[config.mk]
export PLATFORM = sky130hd
export DESIGN_NAME = dptl_trip_logic
export DESIGN_NICKNAME = d
export VERILOG_FILES = /design/src/rtl/dptl_trip_logic.v
export VERILOG_INCLUDE_DIRS = /design/src /design/src/include
export SDC_FILE = /design/constraint.sdc
export NUM_CORES = 1
export LEC_CHECK = 0
export BUFFER_PORTS_ARGS = -buffer_cell sky130_fd_sc_hd__clkbuf_2
export CAP_MARGIN = 20
export CORE_MARGIN = 3
export CORE_UTILIZATION = 51
export CTS_CLUSTER_DIAMETER = 150
export DETAILED_ROUTE_END_ITERATION = 16
export GPL_TIMING_DRIVEN = 0
export PLACE_DENSITY = 0.85
export SYNTH_ARGS = -nofsm -noshare
export SYNTH_HDL_FRONTEND = slang
export SYNTH_SLANG_ARGS = --single-unit
export TNS_END_PERCENT = 5
[constraint.sdc]
create_clock -name CORE_CLK_IN -period 2.4 [get_ports CORE_CLK_IN]
set_clock_uncertainty 0.15 [all_clocks]
set_input_delay 0.36 -clock CORE_CLK_IN [delete_from_list [all_inputs] [get_ports CORE_CLK_IN]]
set_output_delay 0.36 -clock CORE_CLK_IN [all_outputs]
set_load 0.01 [all_outputs]
[src/include/dptl_defines.vh]
`ifndef DPTL_DEFINES_VH
`define DPTL_DEFINES_VH
// Register byte offsets
`define DPTL_REG_CTRL        12'h000
`define DPTL_REG_TERM_SEL    12'h004
`define DPTL_REG_OUT_SEL     12'h008
`define DPTL_REG_STATUS      12'h00C
`define DPTL_REG_BLK_FREQ    12'h010
`define DPTL_REG_BLK_CURR    12'h014
`define DPTL_REG_LIVE        12'h018
// Control fields
`define DPTL_CTRL_FAN_MODE   0
`define DPTL_CTRL_RESET_REQ  1
`define DPTL_CTRL_DELAY_LSB  8
`define DPTL_CTRL_DELAY_W    10
// Reset values
`define DPTL_FAN_MODE_RST    1'b0
`define DPTL_DELAY_RST       10'h000
`define DPTL_DELAY_MAX       10'd600
`define DPTL_TERM_SEL_RST    30'h0000_0000
`define DPTL_OUT_SEL_RST     12'h000
// Function codes
`define DPTL_FUNC_RESET      6'd3
`define DPTL_FUNC_BLOCK      6'd5
`define DPTL_FUNC_MAX        6'd54
`define DPTL_OUT_FAN_WARN    6'd8
`define DPTL_OUT_LOW_VOLT    6'd11
// Timing: tick period in ms, clock in kHz
`define DPTL_TICK_MS         100
`define DPTL_CLK_KHZ         100000
`define DPTL_TICK_CYCLES     (`DPTL_TICK_MS * `DPTL_CLK_KHZ)
`endif

[src/rtl/dptl_trip_logic.v]
// Functional notes
// - Fan trip mode: block output, flag trip
// - Fan warning mode: keep running, signal warning
// - Outputs show fan error on code 8, warning mode only
// - Overtemperature always blocks output
// - Undervoltage stops output immediately
// - Undervoltage trip after settable delay
// - Outputs show undervoltage on code 11
// - Undervoltage warning ignores trip delay
// - Five input terminals, functions 0 to 54
// - Block input stops output, shows indication
// - Latch frequency and current at block
// - Resume needs release then new run
// - Keypad or reset terminal clears trips
// - Fan fault mode defaults to trip
`timescale 1ns/100ps
`include "dptl_defines.vh"
module dptl_trip_logic #(
    parameter TICK_CYCLES = `DPTL_TICK_CYCLES,       // Cycles per 0.1 s tick
    parameter NUM_TERM    = 5                        // Input terminal count
) (
    input  wire                CORE_CLK_IN,          // System clock
    input  wire                SYS_RST_IN,           // Sync reset, high
    input  wire [31:0]         HADDR_IN,             // AHB address
    input  wire [1:0]          HTRANS_IN,            // AHB transfer type
    input  wire                HWRITE_IN,            // AHB write
    input  wire [2:0]          HSIZE_IN,             // AHB size
    input  wire [31:0]         HWDATA_IN,            // AHB write data
    input  wire                HSEL_IN,              // AHB select
    input  wire                HREADY_IN,            // AHB bus ready
    output wire [31:0]         HRDATA_OUT,           // AHB read data
    output wire                HREADYOUT_OUT,        // AHB slave ready
    output wire                HRESP_OUT,            // AHB response
    input  wire                FAN_ERR_IN,           // Cooling fan error
    input  wire                UNDERVOLT_IN,         // DC link undervoltage
    input  wire                OVERTEMP_IN,          // Overtemperature
    input  wire [NUM_TERM-1:0] TERM_IN,              // Input terminals
    input  wire                KEYPAD_RESET_IN,      // Keypad reset key
    input  wire                RUN_CMD_IN,           // Run command level
    input  wire [15:0]         OP_FREQ_IN,           // Live frequency
    input  wire [15:0]         OP_CURR_IN,           // Live current
    output reg                 POWER_OUTPUT_INHIBIT_OUT, // Blocks power stage
    output reg                 FAN_TRIP_OUT,         // Fan trip display
    output reg                 UV_TRIP_OUT,          // Undervoltage trip
    output reg                 BLOCK_IND_OUT,        // Output block display
    output reg                 DIGITAL_OUT,          // Open collector output
    output reg                 RELAY_OUT             // Relay output
);

    // Register state
    reg                        fan_mode;             // 0 trip, 1 warning
    reg [`DPTL_CTRL_DELAY_W-1:0] uv_delay;           // Delay in ticks
    reg [6*NUM_TERM-1:0]       term_sel;             // Terminal functions
    reg [5:0]                  dout_sel;             // Digital output function
    reg [5:0]                  relay_sel;            // Relay function
    reg [15:0]                 blk_freq;             // Latched frequency
    reg [15:0]                 blk_curr;             // Latched current
    reg                        sw_reset;             // Software reset pulse
    // Bus data phase
    reg                        dp_write;             // Write pending
    reg                        dp_read;              // Read pending
    reg [11:0]                 dp_addr;              // Latched offset
    reg [31:0]                 rdata;                // Read data
    // Protection state
    reg [31:0]                 tick_cnt;             // Tick prescaler
    reg [`DPTL_CTRL_DELAY_W-1:0] uv_cnt;             // Elapsed ticks
    reg                        blocked;              // Block latch
    reg                        blk_prev;             // Block input history
    reg                        run_prev;             // Run command history
    wire                       tick;                 // 0.1 s strobe
    wire [NUM_TERM-1:0]        term_blk;             // Per-terminal block
    wire [NUM_TERM-1:0]        term_rst;             // Per-terminal reset
    wire                       blk_in;               // Any block terminal
    wire                       rst_req;              // Any reset request
    wire                       fan_warn;             // Fan warning level

    // Forces a selection above the legal function range to 0
    function [5:0] dptl_clamp;
        input [5:0] v;
        begin
            dptl_clamp = (v > `DPTL_FUNC_MAX) ? 6'd0 : v;
        end
    endfunction

    // Evaluates one output function code
    function dptl_out_fn;
        input [5:0] sel;
        input       fan;
        input       uv;
        begin
            dptl_out_fn = ((sel == `DPTL_OUT_FAN_WARN) && fan) ||
                          ((sel == `DPTL_OUT_LOW_VOLT) && uv);
        end
    endfunction

    // Decode each terminal against its function
    genvar gi;
    generate
        for (gi = 0; gi < NUM_TERM; gi = gi + 1)
        begin : g_term
            assign term_blk[gi] = TERM_IN[gi] &&
                (term_sel[6*gi +: 6] == `DPTL_FUNC_BLOCK);
            assign term_rst[gi] = TERM_IN[gi] &&
                (term_sel[6*gi +: 6] == `DPTL_FUNC_RESET);
        end
    endgenerate

    assign blk_in   = |term_blk;
    assign rst_req  = KEYPAD_RESET_IN || (|term_rst) || sw_reset;
    assign fan_warn = fan_mode && FAN_ERR_IN;
    assign tick     = (tick_cnt == TICK_CYCLES - 1);

    // Bus slave: zero wait states, always OKAY
    assign HREADYOUT_OUT = 1'b1;
    assign HRESP_OUT     = 1'b0;
    assign HRDATA_OUT    = rdata;

    // Address phase capture
    always @(posedge CORE_CLK_IN)
    begin
        if (SYS_RST_IN)
        begin
            dp_write <= 1'b0;
            dp_read  <= 1'b0;
            dp_addr  <= 12'h000;
        end
        else if (HREADY_IN)
        begin
            dp_write <= HSEL_IN && HTRANS_IN[1] && HWRITE_IN;
            dp_read  <= HSEL_IN && HTRANS_IN[1] && !HWRITE_IN;
            dp_addr  <= HADDR_IN[11:0];
        end
    end

    // Register writes
    always @(posedge CORE_CLK_IN)
    begin
        if (SYS_RST_IN)
        begin
            fan_mode  <= `DPTL_FAN_MODE_RST;
            uv_delay  <= `DPTL_DELAY_RST;
            term_sel  <= `DPTL_TERM_SEL_RST;
            dout_sel  <= 6'd0;
            relay_sel <= 6'd0;
            sw_reset  <= 1'b0;
        end
        else
        begin
            sw_reset <= 1'b0;
            if (dp_write)
            begin
                case (dp_addr)
                    `DPTL_REG_CTRL:
                    begin
                        fan_mode <= HWDATA_IN[`DPTL_CTRL_FAN_MODE];
                        sw_reset <= HWDATA_IN[`DPTL_CTRL_RESET_REQ];
                        // Clamp to 60 s
                        if (HWDATA_IN[`DPTL_CTRL_DELAY_LSB +: `DPTL_CTRL_DELAY_W] >
                            `DPTL_DELAY_MAX)
                            uv_delay <= `DPTL_DELAY_MAX;
                        else
                            uv_delay <= HWDATA_IN[`DPTL_CTRL_DELAY_LSB +: `DPTL_CTRL_DELAY_W];
                    end
                    `DPTL_REG_TERM_SEL:
                    begin
                        term_sel[0 +: 6]  <= dptl_clamp(HWDATA_IN[5:0]);
                        term_sel[6 +: 6]  <= dptl_clamp(HWDATA_IN[11:6]);
                        term_sel[12 +: 6] <= dptl_clamp(HWDATA_IN[17:12]);
                        term_sel[18 +: 6] <= dptl_clamp(HWDATA_IN[23:18]);
                        term_sel[24 +: 6] <= dptl_clamp(HWDATA_IN[29:24]);
                    end
                    `DPTL_REG_OUT_SEL:
                    begin
                        dout_sel  <= HWDATA_IN[5:0];
                        relay_sel <= HWDATA_IN[11:6];
                    end
                    default:
                    begin
                        sw_reset <= 1'b0;   // Unmapped: ignored
                    end
                endcase
            end
        end
    end

    // Register reads, registered in data phase
    always @(posedge CORE_CLK_IN)
    begin
        if (SYS_RST_IN)
            rdata <= 32'h0000_0000;
        else if (HREADY_IN && HSEL_IN && HTRANS_IN[1] && !HWRITE_IN)
        begin
            case (HADDR_IN[11:0])
                `DPTL_REG_CTRL:     rdata <= {14'h0000, uv_delay, 6'h00, 1'b0, fan_mode};
                `DPTL_REG_TERM_SEL: rdata <= {2'b00, term_sel};
                `DPTL_REG_OUT_SEL:  rdata <= {20'h0_0000, relay_sel, dout_sel};
                `DPTL_REG_STATUS:   rdata <= {26'h000_0000, POWER_OUTPUT_INHIBIT_OUT,
                                              BLOCK_IND_OUT, UV_TRIP_OUT, FAN_TRIP_OUT,
                                              UNDERVOLT_IN, FAN_ERR_IN};
                `DPTL_REG_BLK_FREQ: rdata <= {16'h0000, blk_freq};
                `DPTL_REG_BLK_CURR: rdata <= {16'h0000, blk_curr};
                `DPTL_REG_LIVE:     rdata <= {OP_CURR_IN, OP_FREQ_IN};
                default:            rdata <= 32'h0000_0000;
            endcase
        end
    end

    // 0.1 s tick prescaler, restarted while voltage is good
    always @(posedge CORE_CLK_IN)
    begin
        if (SYS_RST_IN || !UNDERVOLT_IN)
            tick_cnt <= 32'h0000_0000;
        else if (tick)
            tick_cnt <= 32'h0000_0000;
        else
            tick_cnt <= tick_cnt + 32'h0000_0001;
    end

    // Undervoltage delay counter and trip
    always @(posedge CORE_CLK_IN)
    begin
        if (SYS_RST_IN)
        begin
            uv_cnt      <= 10'd0;
            UV_TRIP_OUT <= 1'b0;
        end
        else
        begin
            if (!UNDERVOLT_IN)
                uv_cnt <= 10'd0;
            else if (tick && (uv_cnt < uv_delay))
                uv_cnt <= uv_cnt + 10'd1;
            // Set wins over reset request
            if (UNDERVOLT_IN && (uv_cnt >= uv_delay))
                UV_TRIP_OUT <= 1'b1;
            else if (rst_req)
                UV_TRIP_OUT <= 1'b0;
        end
    end

    // Fan trip flag
    always @(posedge CORE_CLK_IN)
    begin
        if (SYS_RST_IN)
            FAN_TRIP_OUT <= 1'b0;
        else if (!fan_mode && FAN_ERR_IN)
            FAN_TRIP_OUT <= 1'b1;
        else if (rst_req)
            FAN_TRIP_OUT <= 1'b0;
    end

    // Output block latch and snapshot
    always @(posedge CORE_CLK_IN)
    begin
        if (SYS_RST_IN)
        begin
            blocked  <= 1'b0;
            blk_prev <= 1'b0;
            run_prev <= 1'b0;
            blk_freq <= 16'h0000;
            blk_curr <= 16'h0000;
        end
        else
        begin
            blk_prev <= blk_in;
            run_prev <= RUN_CMD_IN;
            if (blk_in && !blocked)
            begin
                blocked  <= 1'b1;
                blk_freq <= OP_FREQ_IN;
                blk_curr <= OP_CURR_IN;
            end
            else if (blocked && !blk_in && !blk_prev && RUN_CMD_IN && !run_prev)
                blocked <= 1'b0;
        end
    end

    // Power inhibit, indications and output terminals
    always @(posedge CORE_CLK_IN)
    begin
        if (SYS_RST_IN)
        begin
            POWER_OUTPUT_INHIBIT_OUT <= 1'b0;
            BLOCK_IND_OUT            <= 1'b0;
            DIGITAL_OUT              <= 1'b0;
            RELAY_OUT                <= 1'b0;
        end
        else
        begin
            POWER_OUTPUT_INHIBIT_OUT <= FAN_TRIP_OUT || (!fan_mode && FAN_ERR_IN)
                                     || OVERTEMP_IN
                                     || UNDERVOLT_IN || UV_TRIP_OUT
                                     || blocked || blk_in;
            BLOCK_IND_OUT <= blocked || blk_in;
            DIGITAL_OUT   <= dptl_out_fn(dout_sel, fan_warn, UNDERVOLT_IN);
            RELAY_OUT     <= dptl_out_fn(relay_sel, fan_warn, UNDERVOLT_IN);
        end
    end

endmodule

; ---- Word level (Yosys, flattened, before mapping)
; Index checks and enable logic that the tools add are counted.
[op_classes]
addsub = 2
n_lt_le_gt_ge = 8
eq_ne = 23
muxes = 12
n_bitwise = 3
reduce_logical = 60
[ops]
columns = cell, n
row1 = one-hot mux 32 bit (7 select lines), 1
row2 = equality test 12 x 4 -> 1 bit (second input constant), 3
row3 = equality test 12 x 5 -> 1 bit (second input constant), 3
row4 = adder 32 x 1 -> 32 bit (second input constant), 1
row5 = equality test 32 x 24 -> 1 bit (second input constant), 1
row6 = equality test 6 x 2 -> 1 bit (second input constant), 5
row7 = equality test 6 x 3 -> 1 bit (second input constant), 5
row8 = > comparator 6 bit (second input constant), 5
row9 = two-way mux 6 bit, 5
row10 = logical AND 1 bit, 28
row11 = equality test 12 x 3 -> 1 bit (second input constant), 2
row12 = equality test 6 x 4 -> 1 bit (second input constant), 4
row13 = logical NOT 12 bit, 2
row14 = logical OR 1 bit, 12
row15 = adder 10 x 1 -> 10 bit (second input constant), 1
row16 = >= comparator 10 bit, 1
row17 = > comparator 10 bit (second input constant), 1
row18 = less-than comparator 10 bit, 1
row19 = two-way mux 10 bit, 1
row20 = OR reduction 5 bit, 2
row21 = logical NOT 1 bit, 7
row22 = AND reduction 2 bit, 3
row23 = nonzero test 2 bit, 3
row24 = two-way mux 1 bit, 5
row25 = 3 further kinds, 6
[word_totals]
register_bits = 182
out_inout_bits = 40

; ---- Logic depth before layout (Yosys ltp)
; Gate-level depths: netlist of the first run.
[depth]
depth_word = 10
depth_mapped = 8
ltp_nobuf = 7

; ---- Worst setup path before layout of the first run
; OpenSTA, ideal clock, no wires.
[synth_path]
kind = flip-flop to flip-flop
start = reg tick_cnt[0]
end = reg uv_cnt[9]
setup_time_ns = 0.071
arrival_time_ns = 2.384
required_time_ns = 2.179
setup_slack_ns = -0.205
stages_incl_launch_ff = 8
n_path_buf = 1
path_cell_list = dfxtp_1 > ha_1 > nand4_2 > or3_4 > or4_4 > buf_6 > or4_1 > a21oi_1
[synth_via]
elab_chain_len = 2
[synth_lines]
columns = element, line
row1 = from (decl), dptl_trip_logic.v:65  ; reg [31:0] tick_cnt;
row2 = from (signal assigned), dptl_trip_logic.v:216  ; tick_cnt <= tick_cnt + 32'h0000_0001;
row3 = equality test 32 x 24 -> 1 bit, dptl_trip_logic.v:111  ; assign tick = (tick_cnt == TICK_CYCLES - 1);
row4 = logical AND 1 bit, dptl_trip_logic.v:231  ; else if (tick && (uv_cnt < uv_delay))
row5 = to (signal assigned), dptl_trip_logic.v:232  ; uv_cnt <= uv_cnt + 10'd1;
row6 = to (decl), dptl_trip_logic.v:66  ; reg [`DPTL_CTRL_DELAY_W-1:0] uv_cnt;
; No other way between the ends.
; A chain may end at the register's enable or synchronous reset.

; ---- Final worst setup path of the first run
[layout_path]
start = reg uv_delay[5]
end = reg UV_TRIP_OUT
[layout_via]
elab_chain_len = 3
[layout_lines]
columns = element, line
row1 = from (decl), dptl_trip_logic.v:52  ; reg [`DPTL_CTRL_DELAY_W-1:0] uv_delay;
row2 = from (signal assigned), dptl_trip_logic.v:141  ; uv_delay <= `DPTL_DELAY_RST;
row3 = from (signal assigned), dptl_trip_logic.v:160  ; uv_delay <= `DPTL_DELAY_MAX;
row4 = from (signal assigned), dptl_trip_logic.v:162  ; uv_delay <= HWDATA_IN[`DPTL_CTRL_DELAY_LSB +: `DPTL_CTRL_DELAY_W];
row5 = >= comparator 10 bit (*), dptl_trip_logic.v:234  ; if (UNDERVOLT_IN && (uv_cnt >= uv_delay))
row6 = logical AND 1 bit (*), dptl_trip_logic.v:234
row7 = two-way mux 1 bit or nonzero test 2 bit (tied branches), n/a
row8 = to (signal assigned), dptl_trip_logic.v:225  ; UV_TRIP_OUT <= 1'b0;
row9 = to (signal assigned), dptl_trip_logic.v:235  ; UV_TRIP_OUT <= 1'b1;
row10 = to (signal assigned), dptl_trip_logic.v:237  ; UV_TRIP_OUT <= 1'b0;
row11 = to (decl), dptl_trip_logic.v:44  ; output reg UV_TRIP_OUT,
; Mark *: on every way between the ends. The rest lies on a longest branch, timed or not.

==> results of run 1 <==
worst paths after layout:
check                                    from  slack (ps)                     endpoint  cells past startpoint
setup / recovery     uv_delay[5]$_SDFFE_PP0P_         -30     UV_TRIP_OUT$_SDFFE_PP0P_                      8
hold / removal                     RUN_CMD_IN           9          run_prev$_SDFF_PP0_                      2
setup reg to reg     uv_delay[5]$_SDFFE_PP0P_         -30     UV_TRIP_OUT$_SDFFE_PP0P_                      8
hold reg to reg   HRDATA_OUT[29]$_SDFFE_PP0P_         300  HRDATA_OUT[29]$_SDFFE_PP0P_                      2
metal layers:
layer  track usage  vias to the layer above  part of all wire
li1              -                     3878                 -
met2         0.452                      569              0.45
met3        0.0650                       89              0.11
met4         0.116                        0             0.039
met1         0.382                     3981              0.40
met5             0                        -                 0
cells in the final DEF (no fill, tap or decap), types with 5 or more instances in the layout:
cell,count
a21oi_1,48
a221oi_1,7
a22oi_1,43
a31oi_1,8
a32oi_1,7
and3_1,10
buf_1,7
buf_2,6
buf_4,19
clkbuf_1,37
clkbuf_16,17
clkbuf_2,130
dfxtp_1,177
ha_1,11
inv_1,23
mux2_2,13
mux2i_1,57
mux4_2,5
nand2_1,155
nand2b_1,9
nand3_1,33
nand4_1,20
nand4b_1,9
nor2_1,96
nor2b_1,17
nor3_1,14
nor4_1,8
nor4_2,6
nor4b_2,5
o211ai_1,5
o21ai_0,28
or4_4,5
xnor2_1,7
xor2_1,23
worst max-delay path, cell delays in order (launching register included):
cell,delay [ps]
dfxtp_1,420
inv_1,70
ha_1,330
a21oi_1,160
o21ai_0,170
a211o_2,410
buf_2,230
a31oi_1,230
o32ai_1,120
what timing repair did:
action	CTS	global route
resized for setup	18	38
cloned	0	1
setup endpoints to repair	91	114
setup buffers	0	13
pin swaps	2	13
per-stage QoR:
| step | setup WS [ps] | setup TNS (ps) | power, mW | cells | hold slack (ps) |
|---|---|---|---|---|---|
| 3_5_place_dp | -610 | -21930 | 3.50 | 1336 | 292 |
| 4_1_cts | -137 | -444 | 6.14 | 1366 | 8.73 |
| 5_1_grt | -19.9 | -82.0 | 6.31 | 1377 | 24.3 |
| 3_3_place_gp | -1040 | -25380 | 3.50 | 1334 | 286 |
| 2_1_floorplan | -5.20 | -26.0 | 3.32 | 995 | 266 |
| 6_report | -29.2 | -91.0 | 6.17 | 1377 | 9.17 |
cells by family after synthesis:
group           share of synthesized area
compound gates                      0.144
xor+xnor                           0.0308
fa+ha+maj                          0.0176
buf+inv                            0.0409
flops                               0.427
mux                                0.0973
other cells                      0.000880
simple gates                        0.242
power breakdown:
group	internal [mW]	leakage (nW)	switching (mW)	total [mW]
registers	3.04	1.47	0.0194	3.06
logic	0.144	2.02	0.261	0.405
clock network	1.49	0.259	1.22	2.71
total	4.67	3.75	1.50	6.17
state kept, by name (all words and copies together) (netlist names), 6 cells and up:
| signal | count |
|---|---|
| HRDATA_OUT | 32 |
| blk_curr | 16 |
| blk_freq | 16 |
| dout_sel | 6 |
| dp_addr | 12 |
| relay_sel | 6 |
| term_sel | 30 |
| tick_cnt | 32 |
| uv_cnt | 10 |
| uv_delay | 10 |
area by class of cell:
type	instances	area, sq um	area share
well taps	216	270	0.0263
plain buffers	58	254	0.0247
clock inverters	9	95.1	0.00925
flip-flops and latches	182	3650	0.355
multi-input cells	727	4720	0.460
clock buffers	22	464	0.0452
diodes	1	2.50	0.000244
inverters	24	90.1	0.00877
repair buffers	138	723	0.0704
==> results.md, run 1 <==
- DR iter-0 viols: 1159
- Post-DRT Antenna Nets: 0
- Critical path capture point type: register
- Worst min-delay path category: in -> reg
- Syn_nets: about 1100
- Die Wd: between 100 and 150 microns
- Clk sinks: ~180
- Achievable frequency: 0.412 GHz
- PwrDens: about 600 nW/um^2
- Async S/R FF share, synth: 0
- CTS root buffer: clkbuf_16
- Tcrit/Tclk final: 1.01
- Longest Clk Path Bufs: 2
- Worst path required time: around 2600 ps
- Top-count cell post-synth: dfxtp_1
- WP data arrival: around 2600 ps
- CTS Hold Bufs: 0
- Max-cap check violation count: 0
- Routability-driven placement congestion ratio: 0.939
- Number of library cell types mapped by synthesis: 66
- Die H: approximately 140 microns
- Largest net degree at the start of global routing: 17
- Port buffer count: 123
- Main area contributors after synthesis: dfxtp_1 43%, nand2_1 6.8%, mux2i_1 6.7%
- Leakage: between 3 and 4 nW
- # IOs: 156
- H-tree depth: 4
- Core footprint: between 15000 and 20000 sq um
- Vias in the first global route: between 7000 and 8000
- Nets: around 1300
- Critical path type: reg -> reg
- Final Cell Area: roughly 10000 sq um
- CTS tree: yes
- Final count of hold timing violations: 0
- Mapped Area: ~8500 sq um
- First-pass GRT wire length: 41300 microns
- Post-layout min period: 2430 ps
- Worst setup SP type: register
- Worst-margin pin slew: between 800 and 900 ps
- Die ar.: between 15000 and 20000 sq um
- Final WL: about 27000 microns
- All-Layer GR Usage: 0.287
- Layout area overhead: 20.5%
- Via density: a little over 6
- Layout cells sized above 1: 0.213
- Vias: 8517
- Status: finished, violations left
- RSZ-0062 raised after global routing: true
- Placed inst area: between 9000 and 10000 sq um
- Post-synth top area cell: dfxtp_1
- Clock Latency Late Sink: around 440 ps
- Worst setup margin: -29.2 ps
- DP HPWL: a little under 20000 microns
- Setup violators final: 4
- Initial antenna violation count: 1
- Crit Path Max Fanout: 10
- 1st-pass router iterations: 6
- Maximum vdd drop: between 500 and 600 uV
- Final Core Density: 0.638
- Yosys reg bits: between 150 and 200
- Slew Viols, Final: 0
- DRC: 0
- Starting Density: 0.529
- Seq/Total Area, Yosys: 0.427
- Syn Inst Count: 995
- Relative slew slack: 0.459
- Total gr overflow: 0
- Synth top cells by count: 182 x dfxtp_1, 155 x nand2_1, 96 x nor2_1, 57 x mux2i_1, 50 x a21oi_1
- Mean Syn Cell Area: roughly 8.6 sq um
- Most used DFF post-synth: dfxtp_1
- Top-area cell type share of the netlist area: 0.427
- Clock transition at path regs: about 70 ps
- Wire per inst: 19.6 microns
- Post-synth EDFFs: 0
- Row cnt: 46
- Number of filler cells placed in the layout: roughly 1300
- Yosys Warn Count: 0
- Failing checks: setup timing
- TritonCTS Buffers: 17
Note: power is estimated with default switching activity, not from simulation.
==> run 2: changes to the inputs <==
Settings changed: CAP_MARGIN 20 to default, CORE_UTILIZATION 51 to 52, CTS_BUF_LIST from default to sky130_fd_sc_hd__clkbuf_2 sky130_fd_sc_hd__clkbuf_4 sky130_fd_sc_hd__clkbuf_8, PLACE_DENSITY 0.85 to 0.86, SLEW_MARGIN from default to 20.
==> run 2 against run 1 <==
Against the previous run:
- the run still ends with setup timing left
- setup slack got worse by 56 ps
- non-clock buffer count increased by 57
- wire length increased by 5.6%
- cell area increased by 4.1%
- sequential cell count unchanged
- total power decreased by 7.0%
- hold slack improved by 17 ps
- sequential power about the same
- die area decreased by 1.8%
- clock power decreased by 20%
- maximum frequency decreased by 2.2%
- critical path type unchanged
- critical endpoint is now uv_cnt[9]$_SDFFE_PP0P_
- largest cell class unchanged
==> results.md, run 2 (same netlist as run 1, synthesis figures left out) <==
- Post-DRT Antenna Nets: 0
- Clock Latency Late Sink: ~490 ps
- Die H: 134 microns
- Leakage: between 3 and 4 nW
- Via density: 6.22
- Routability-driven placement congestion ratio: 0.961
- Most frequent cells in the layout: 179 x dfxtp_1, 155 x nand2_1, 125 x clkbuf_2, 96 x nor2_1, 64 x dlygate4sd3_1
- Die ar.: about 18000 sq um
- Layout area overhead: 25.4%
- RSZ-0062 raised after global routing: true
- Tcrit/Tclk final: 1.04
- Slew Viols, Final: 0
- Worst setup SP type: register
- 1st-pass router iterations: 7
- PwrDens: around 540 nW/um^2
- DRC: 0
- TritonCTS Buffers: 17
- Sw frac: 0.263
- Critical path type: reg -> reg
- H-tree depth: 4
- Port buffer count: about 120
- Max-cap check violation count: 0
- Most used cell, CP: or4_4
- Wire per inst: 19.9 microns
- Clk sinks: 182
- Clock transition at path regs: about 100 ps
- # IOs: approximately 160
- Largest net degree at the start of global routing: 18
- Nets: roughly 1300
- Post-layout min period: around 2500 ps
- Dpl cells: 1334
- CP peak stage delay: ~590 ps
- Final WL: 28500 microns
- Worst min-delay path category: in -> reg
- DP HPWL: 19500 microns
- Final count of hold timing violations: 0
- Worst-margin pin slew: 863 ps
- All-Layer GR Usage: 0.309
- Pint: approximately 4.2 mW
- Slowest-stage cell, CP: or4_4
- Core footprint: between 15000 and 20000 sq um
- Achievable frequency: slightly above 0.4 GHz
- Crit Path Max Fanout: 5
- Share of total power in sequential cells: 0.532
- Vias in the first global route: between 8000 and 9000
- Die Wd: 134 microns
- Clock power share: 0.381
- Length in cells of the worst reg-to-reg path: 6
- Most Crowded Layer GR: met2
- CTS tree: yes
- Met1 GRT Util: 0.396
- Met2 Track Usage GR: 0.479
- Status: finished, violations left
- Maximum vdd drop: around 420 uV
- First-pass GRT wire length: about 44000 microns
- Worst path required time: between 2000 and 3000 ps
- CTS root buffer: clkbuf_8
- Initial antenna violation count: 1
- Crit-path cells: ha_4, nand4_4, or3_4, or4_4, or4_4, a21oi_2
- Vias: roughly 8900
- GR Util met3: 0.0945
- Net Switching: ~1.5 mW
- Worst setup margin: -84.8 ps
- DR iter-0 viols: ~1400
- Row cnt: 46
- Total gr overflow: 0
- WHS: ~26 ps
- Commonest non-fill, non-tap cell in the layout: dfxtp_1
- Comb pwr share: 0.087
- Failing checks: setup timing
- Hold Crit Depth: 3
- Setup violators final: 40
- Starting Density: 0.535
- Layout cells sized above 1: 0.190
- Critical path capture point type: register
- Final non-filler cell total: ~1400
- Relative slew slack: 0.424
- WP data arrival: 2760 ps
- Longest Clk Path Bufs: 2
- Diode count: 0
## run 2: cell types whose count changed in the layout (fill, tap and decap cells not counted), moves of 4 or more
cell | before | now
dlygate4sd3_1 | 0 | 64
clkbuf_16 | 17 | 0
clkbuf_8 | 2 | 18
buf_4 | 19 | 14
clkbuf_2 | 130 | 125
inv_6 | 2 | 6
## run 2: final timing paths
kind / start / end / slack [ps]
max: tick_cnt[0]$_SDFF_PP0_ / uv_cnt[9]$_SDFFE_PP0P_ / -80
min reg2reg: tick_cnt[0]$_SDFF_PP0_ / tick_cnt[0]$_SDFF_PP0_ / 310
min: HWDATA_IN[11] / relay_sel[5]$_SDFFE_PP0P_ / 30
max reg2reg: tick_cnt[0]$_SDFF_PP0_ / uv_cnt[9]$_SDFFE_PP0P_ / -80
## run 2: power groups by stage
stage | registers [mW] | logic (mW) | clock network (mW)
after floorplan | 3.12 | 0.197 | 0
after global placement | 3.13 | 0.373 | 0
after detailed placement | 3.13 | 0.379 | 0
after CTS | 3.06 | 0.470 | 2.18
after global routing | 3.06 | 0.531 | 2.31
final | 3.06 | 0.499 | 2.18
## run 2: routing by layer
layer,up-vias,share of wire
met5,-,0.00046
met4,2,0.055
met3,190,0.12
met2,661,0.44
met1,4083,0.38
li1,3987,-
## run 2: critical path: cells and delay by family, from the launching register on
family                     cells  cell delay [ps]
adders and majority gates      1              160
and+or+nand+nor                4             1580
AOI/OAI and AO/OA              1              150
DFF                            1              380
## run 2: layout make-up
cell class,count,area [sq um]
Buffer,61,273
Clock buffer,18,248
Clock inverter,14,163
Fill cell,1205,5250
Inverter,24,90.1
Multi-Input combinational cell,727,4710
Sequential cell,182,3650
Tap cell,216,270
Timing Repair Buffer,192,1290
## run 2: stage by stage
step,worst slack [ps],setup TNS (ps),cell area (sq um),utilization,power (mW)
6_report,-84.8,-2190,10700,0.671,5.74
5_1_grt,-143,-5780,10700,0.671,5.90
4_1_cts,-114,-579,10600,0.663,5.71
3_5_place_dp,-1050,-27370,9450,0.592,3.51
3_3_place_gp,-992,-25450,9440,0.592,3.50
2_1_floorplan,-5.20,-26.0,8550,-,3.32
## run 2: repair_timing
item	CTS	global route
cloned	0	1
gates resized for setup	19	35
setup endpoints to repair	99	88
pin swaps	2	7
buffers inserted	0	5
hold buffers	64	0
hold endpoints to repair	66	0
==> run 3: changes to the inputs <==
Settings changed: SETUP_SLACK_MARGIN from default to 0.2.
==> run 3 against run 2 <==
Against the previous run:
- the run still ends with setup timing left
- setup slack improved by 84 ps
- highest routed layer unchanged
- via count rose by 0.43%
- sequential share of layout area fell by 0.89 points
- clock-buffer cell count fell by 1
- sequential cell count did not move
- maximum frequency rose by 3.5%
- clock power fell by 2%
- total power fell by 0.63%
- global-route usage fell by 0.087 points
- register-to-register slack improved by 80 ps
==> results.md, run 3 (same netlist as run 1, synthesis figures left out) <==
- Crit path from: tick_cnt[21]$_SDFF_PP0_
- Maximum vdd drop: ~490 uV
- Layout cells sized above 1: 0.242
- Number of filler cells placed in the layout: 1154
- Relative slew slack: 0.479
- WP buf/inv: 1
- Achievable frequency: between 0.4 and 0.5 GHz
- Length in cells of the worst reg-to-reg path: 6
- Largest net degree at the start of global routing: 19
- Post-layout min period: ~2400 ps
- All-Layer GR Usage: 0.308
- Worst setup SP type: register
- Most frequent cells in the layout: 169 x dfxtp_1, 155 x nand2_1, 133 x clkbuf_2, 96 x nor2_1, 57 x mux2i_1
- Nets: approximately 1300
- Max-cap check violation count: 0
- Final count of hold timing violations: 0
- Routability-driven placement congestion ratio: roughly 1
- Worst min-delay path category: in -> reg
- Clk sinks: 182
- TritonCTS Buffers: 17
- DRC: 0
- Tcrit/Tclk final: 1.00
- Leakage: between 4 and 5 nW
- Starting Density: 0.535
- Clock Latency Late Sink: 490 ps
- Longest Clk Path Bufs: 2
- H-tree depth: 4
- Row cnt: 46
- Layout area overhead: 29.3%
- DR iter-0 viols: 1180
- Sequential Area: between 3000 and 4000 sq um
- Total gr overflow: 0
- Final WL: 29400 microns
- CP peak stage delay: about 560 ps
- Slowest-stage cell, CP: or4_4
- PwrDens: around 520 nW/um^2
- Crit path max-delay family: simple AND/OR/NAND/NOR gates
- Die ar.: 18000 sq um
- Die Wd: 134 microns
- Critical path capture point type: register
- First-pass GRT wire length: 43800 microns
- Core footprint: 15900 sq um
- Port buffer count: 123
- Via density: ~6.3
- WHS: roughly 17 ps
- Crit Path Max Fanout: 6
- Worst path required time: ~2700 ps
- Post-DRT Antenna Nets: 0
- Failing checks: setup timing
- Total Power: ~5.7 mW
- R2r startpoint: tick_cnt[21]$_SDFF_PP0_
- Worst setup margin: -1.10 ps
- End of the critical path: uv_cnt[9]$_SDFFE_PP0P_
- RSZ-0062 raised after global routing: true
- Vias: around 9000
- Worst path depth: 6
- WP data arrival: 2660 ps
- Commonest non-fill, non-tap cell in the layout: dfxtp_1
- Crit-path cells: nor4_1, nand4_1, or4_4, buf_8, or4_1, a21oi_1
- Setup violators final: 1
- Worst-margin pin slew: ~780 ps
- Status: finished, violations left
- Clock transition at path regs: around 100 ps
- DP HPWL: 19800 microns
- 1st-pass router iterations: 7
- Slew Viols, Final: 0
- Wire per inst: 20.5 microns
- Worst R2R End: uv_cnt[9]$_SDFFE_PP0P_
- Die H: roughly 130 microns
- Critical path type: reg -> reg
- # IOs: 156
- Vias in the first global route: approximately 8400
- CTS tree: yes
- Initial antenna violation count: 2
- CTS root buffer: clkbuf_8
- Area of the multi-input gates: just under 5000 sq um
- Reg-to-reg slack, setup: -1 ps
-- run 3: cell count changes in the layout (fill, tap and decap cells not counted), moves of 10 or more --
cell,delta
clkbuf_1,-13
o21ai_0,-11
a22oi_2,+17
dfxtp_1,-10
o21ai_1,+11
a22oi_1,-17
-- run 3: worst min path at each step --
stage	start	endpoint	slack, ps	cells past startpoint
finish	OP_CURR_IN[10]	blk_curr[10]$_SDFFE_PP0P_	20	3
CTS	OP_CURR_IN[8]	blk_curr[8]$_SDFFE_PP0P_	2	3
detailed placement	HRDATA_OUT[0]$_SDFFE_PP0P_	HRDATA_OUT[0]$_SDFFE_PP0P_	290	2
floorplan	dout_sel[2]$_SDFFE_PP0P_	DIGITAL_OUT$_SDFF_PP0_	270	1
global placement	HRDATA_OUT[2]$_SDFFE_PP0P_	HRDATA_OUT[2]$_SDFFE_PP0P_	290	2
global route	OP_CURR_IN[8]	blk_curr[8]$_SDFFE_PP0P_	8	3
-- run 3: report_power, final --
group | total [mW] | switching (mW) | internal (mW)
Combinational | 0.515 | 0.299 | 0.215
Clock | 2.13 | 1.26 | 0.864
Sequential | 3.06 | 0.0252 | 3.04
-- run 3: final cells by class --
| class | count | share of cell area |
|---|---|---|
| buffer | 63 | 0.0354 |
| sequential | 182 | 0.332 |
| timing repair buffer | 188 | 0.113 |
| tap | 216 | 0.0245 |
| inverter | 24 | 0.00817 |
| clock inverter | 15 | 0.0151 |
| multi-input combinational | 726 | 0.450 |
| antenna | 1 | 0.000227 |
| clock buffer | 17 | 0.0212 |
-- run 3: per-stage QoR --
step                      area [sq um]  setup slack (ps)  setup TNS [ps]  std cells  utilization
after floorplan                   8600              48.6               0        995            -
after global placement            9490             -1160          -27720       1334        0.595
after detailed placement          9500              -742          -21400       1334        0.596
after CTS                        10700             -1.20           -1.20       1429        0.671
after global routing             11000             -47.7            -478       1432        0.692
final                            11000             -1.10           -1.10       1432        0.692
-- run 3: timing repair --
action	CTS	global route
pin swaps	16	38
hold buffers	55	1
endpoints found under the hold margin	57	1
buffers inserted	8	1
gates resized for setup	53	99
endpoints found under the setup margin	123	140
-- run 3: worst min-delay path: cells and delay by family --
kind | cells | cell delay [ps]
multiplexers | 1 | 70
AND/OR/NAND/NOR | 1 | 70
buffers and inverters | 1 | 100
-- run 3: per-layer routing --
layer  up-vias  part of all wire  GRT usage
met3       127              0.11     0.0731
met2       602              0.45      0.472
li1       3990                 -          -
met5         -           0.00044          0
met1      4240              0.39      0.416
met4         2             0.042      0.139
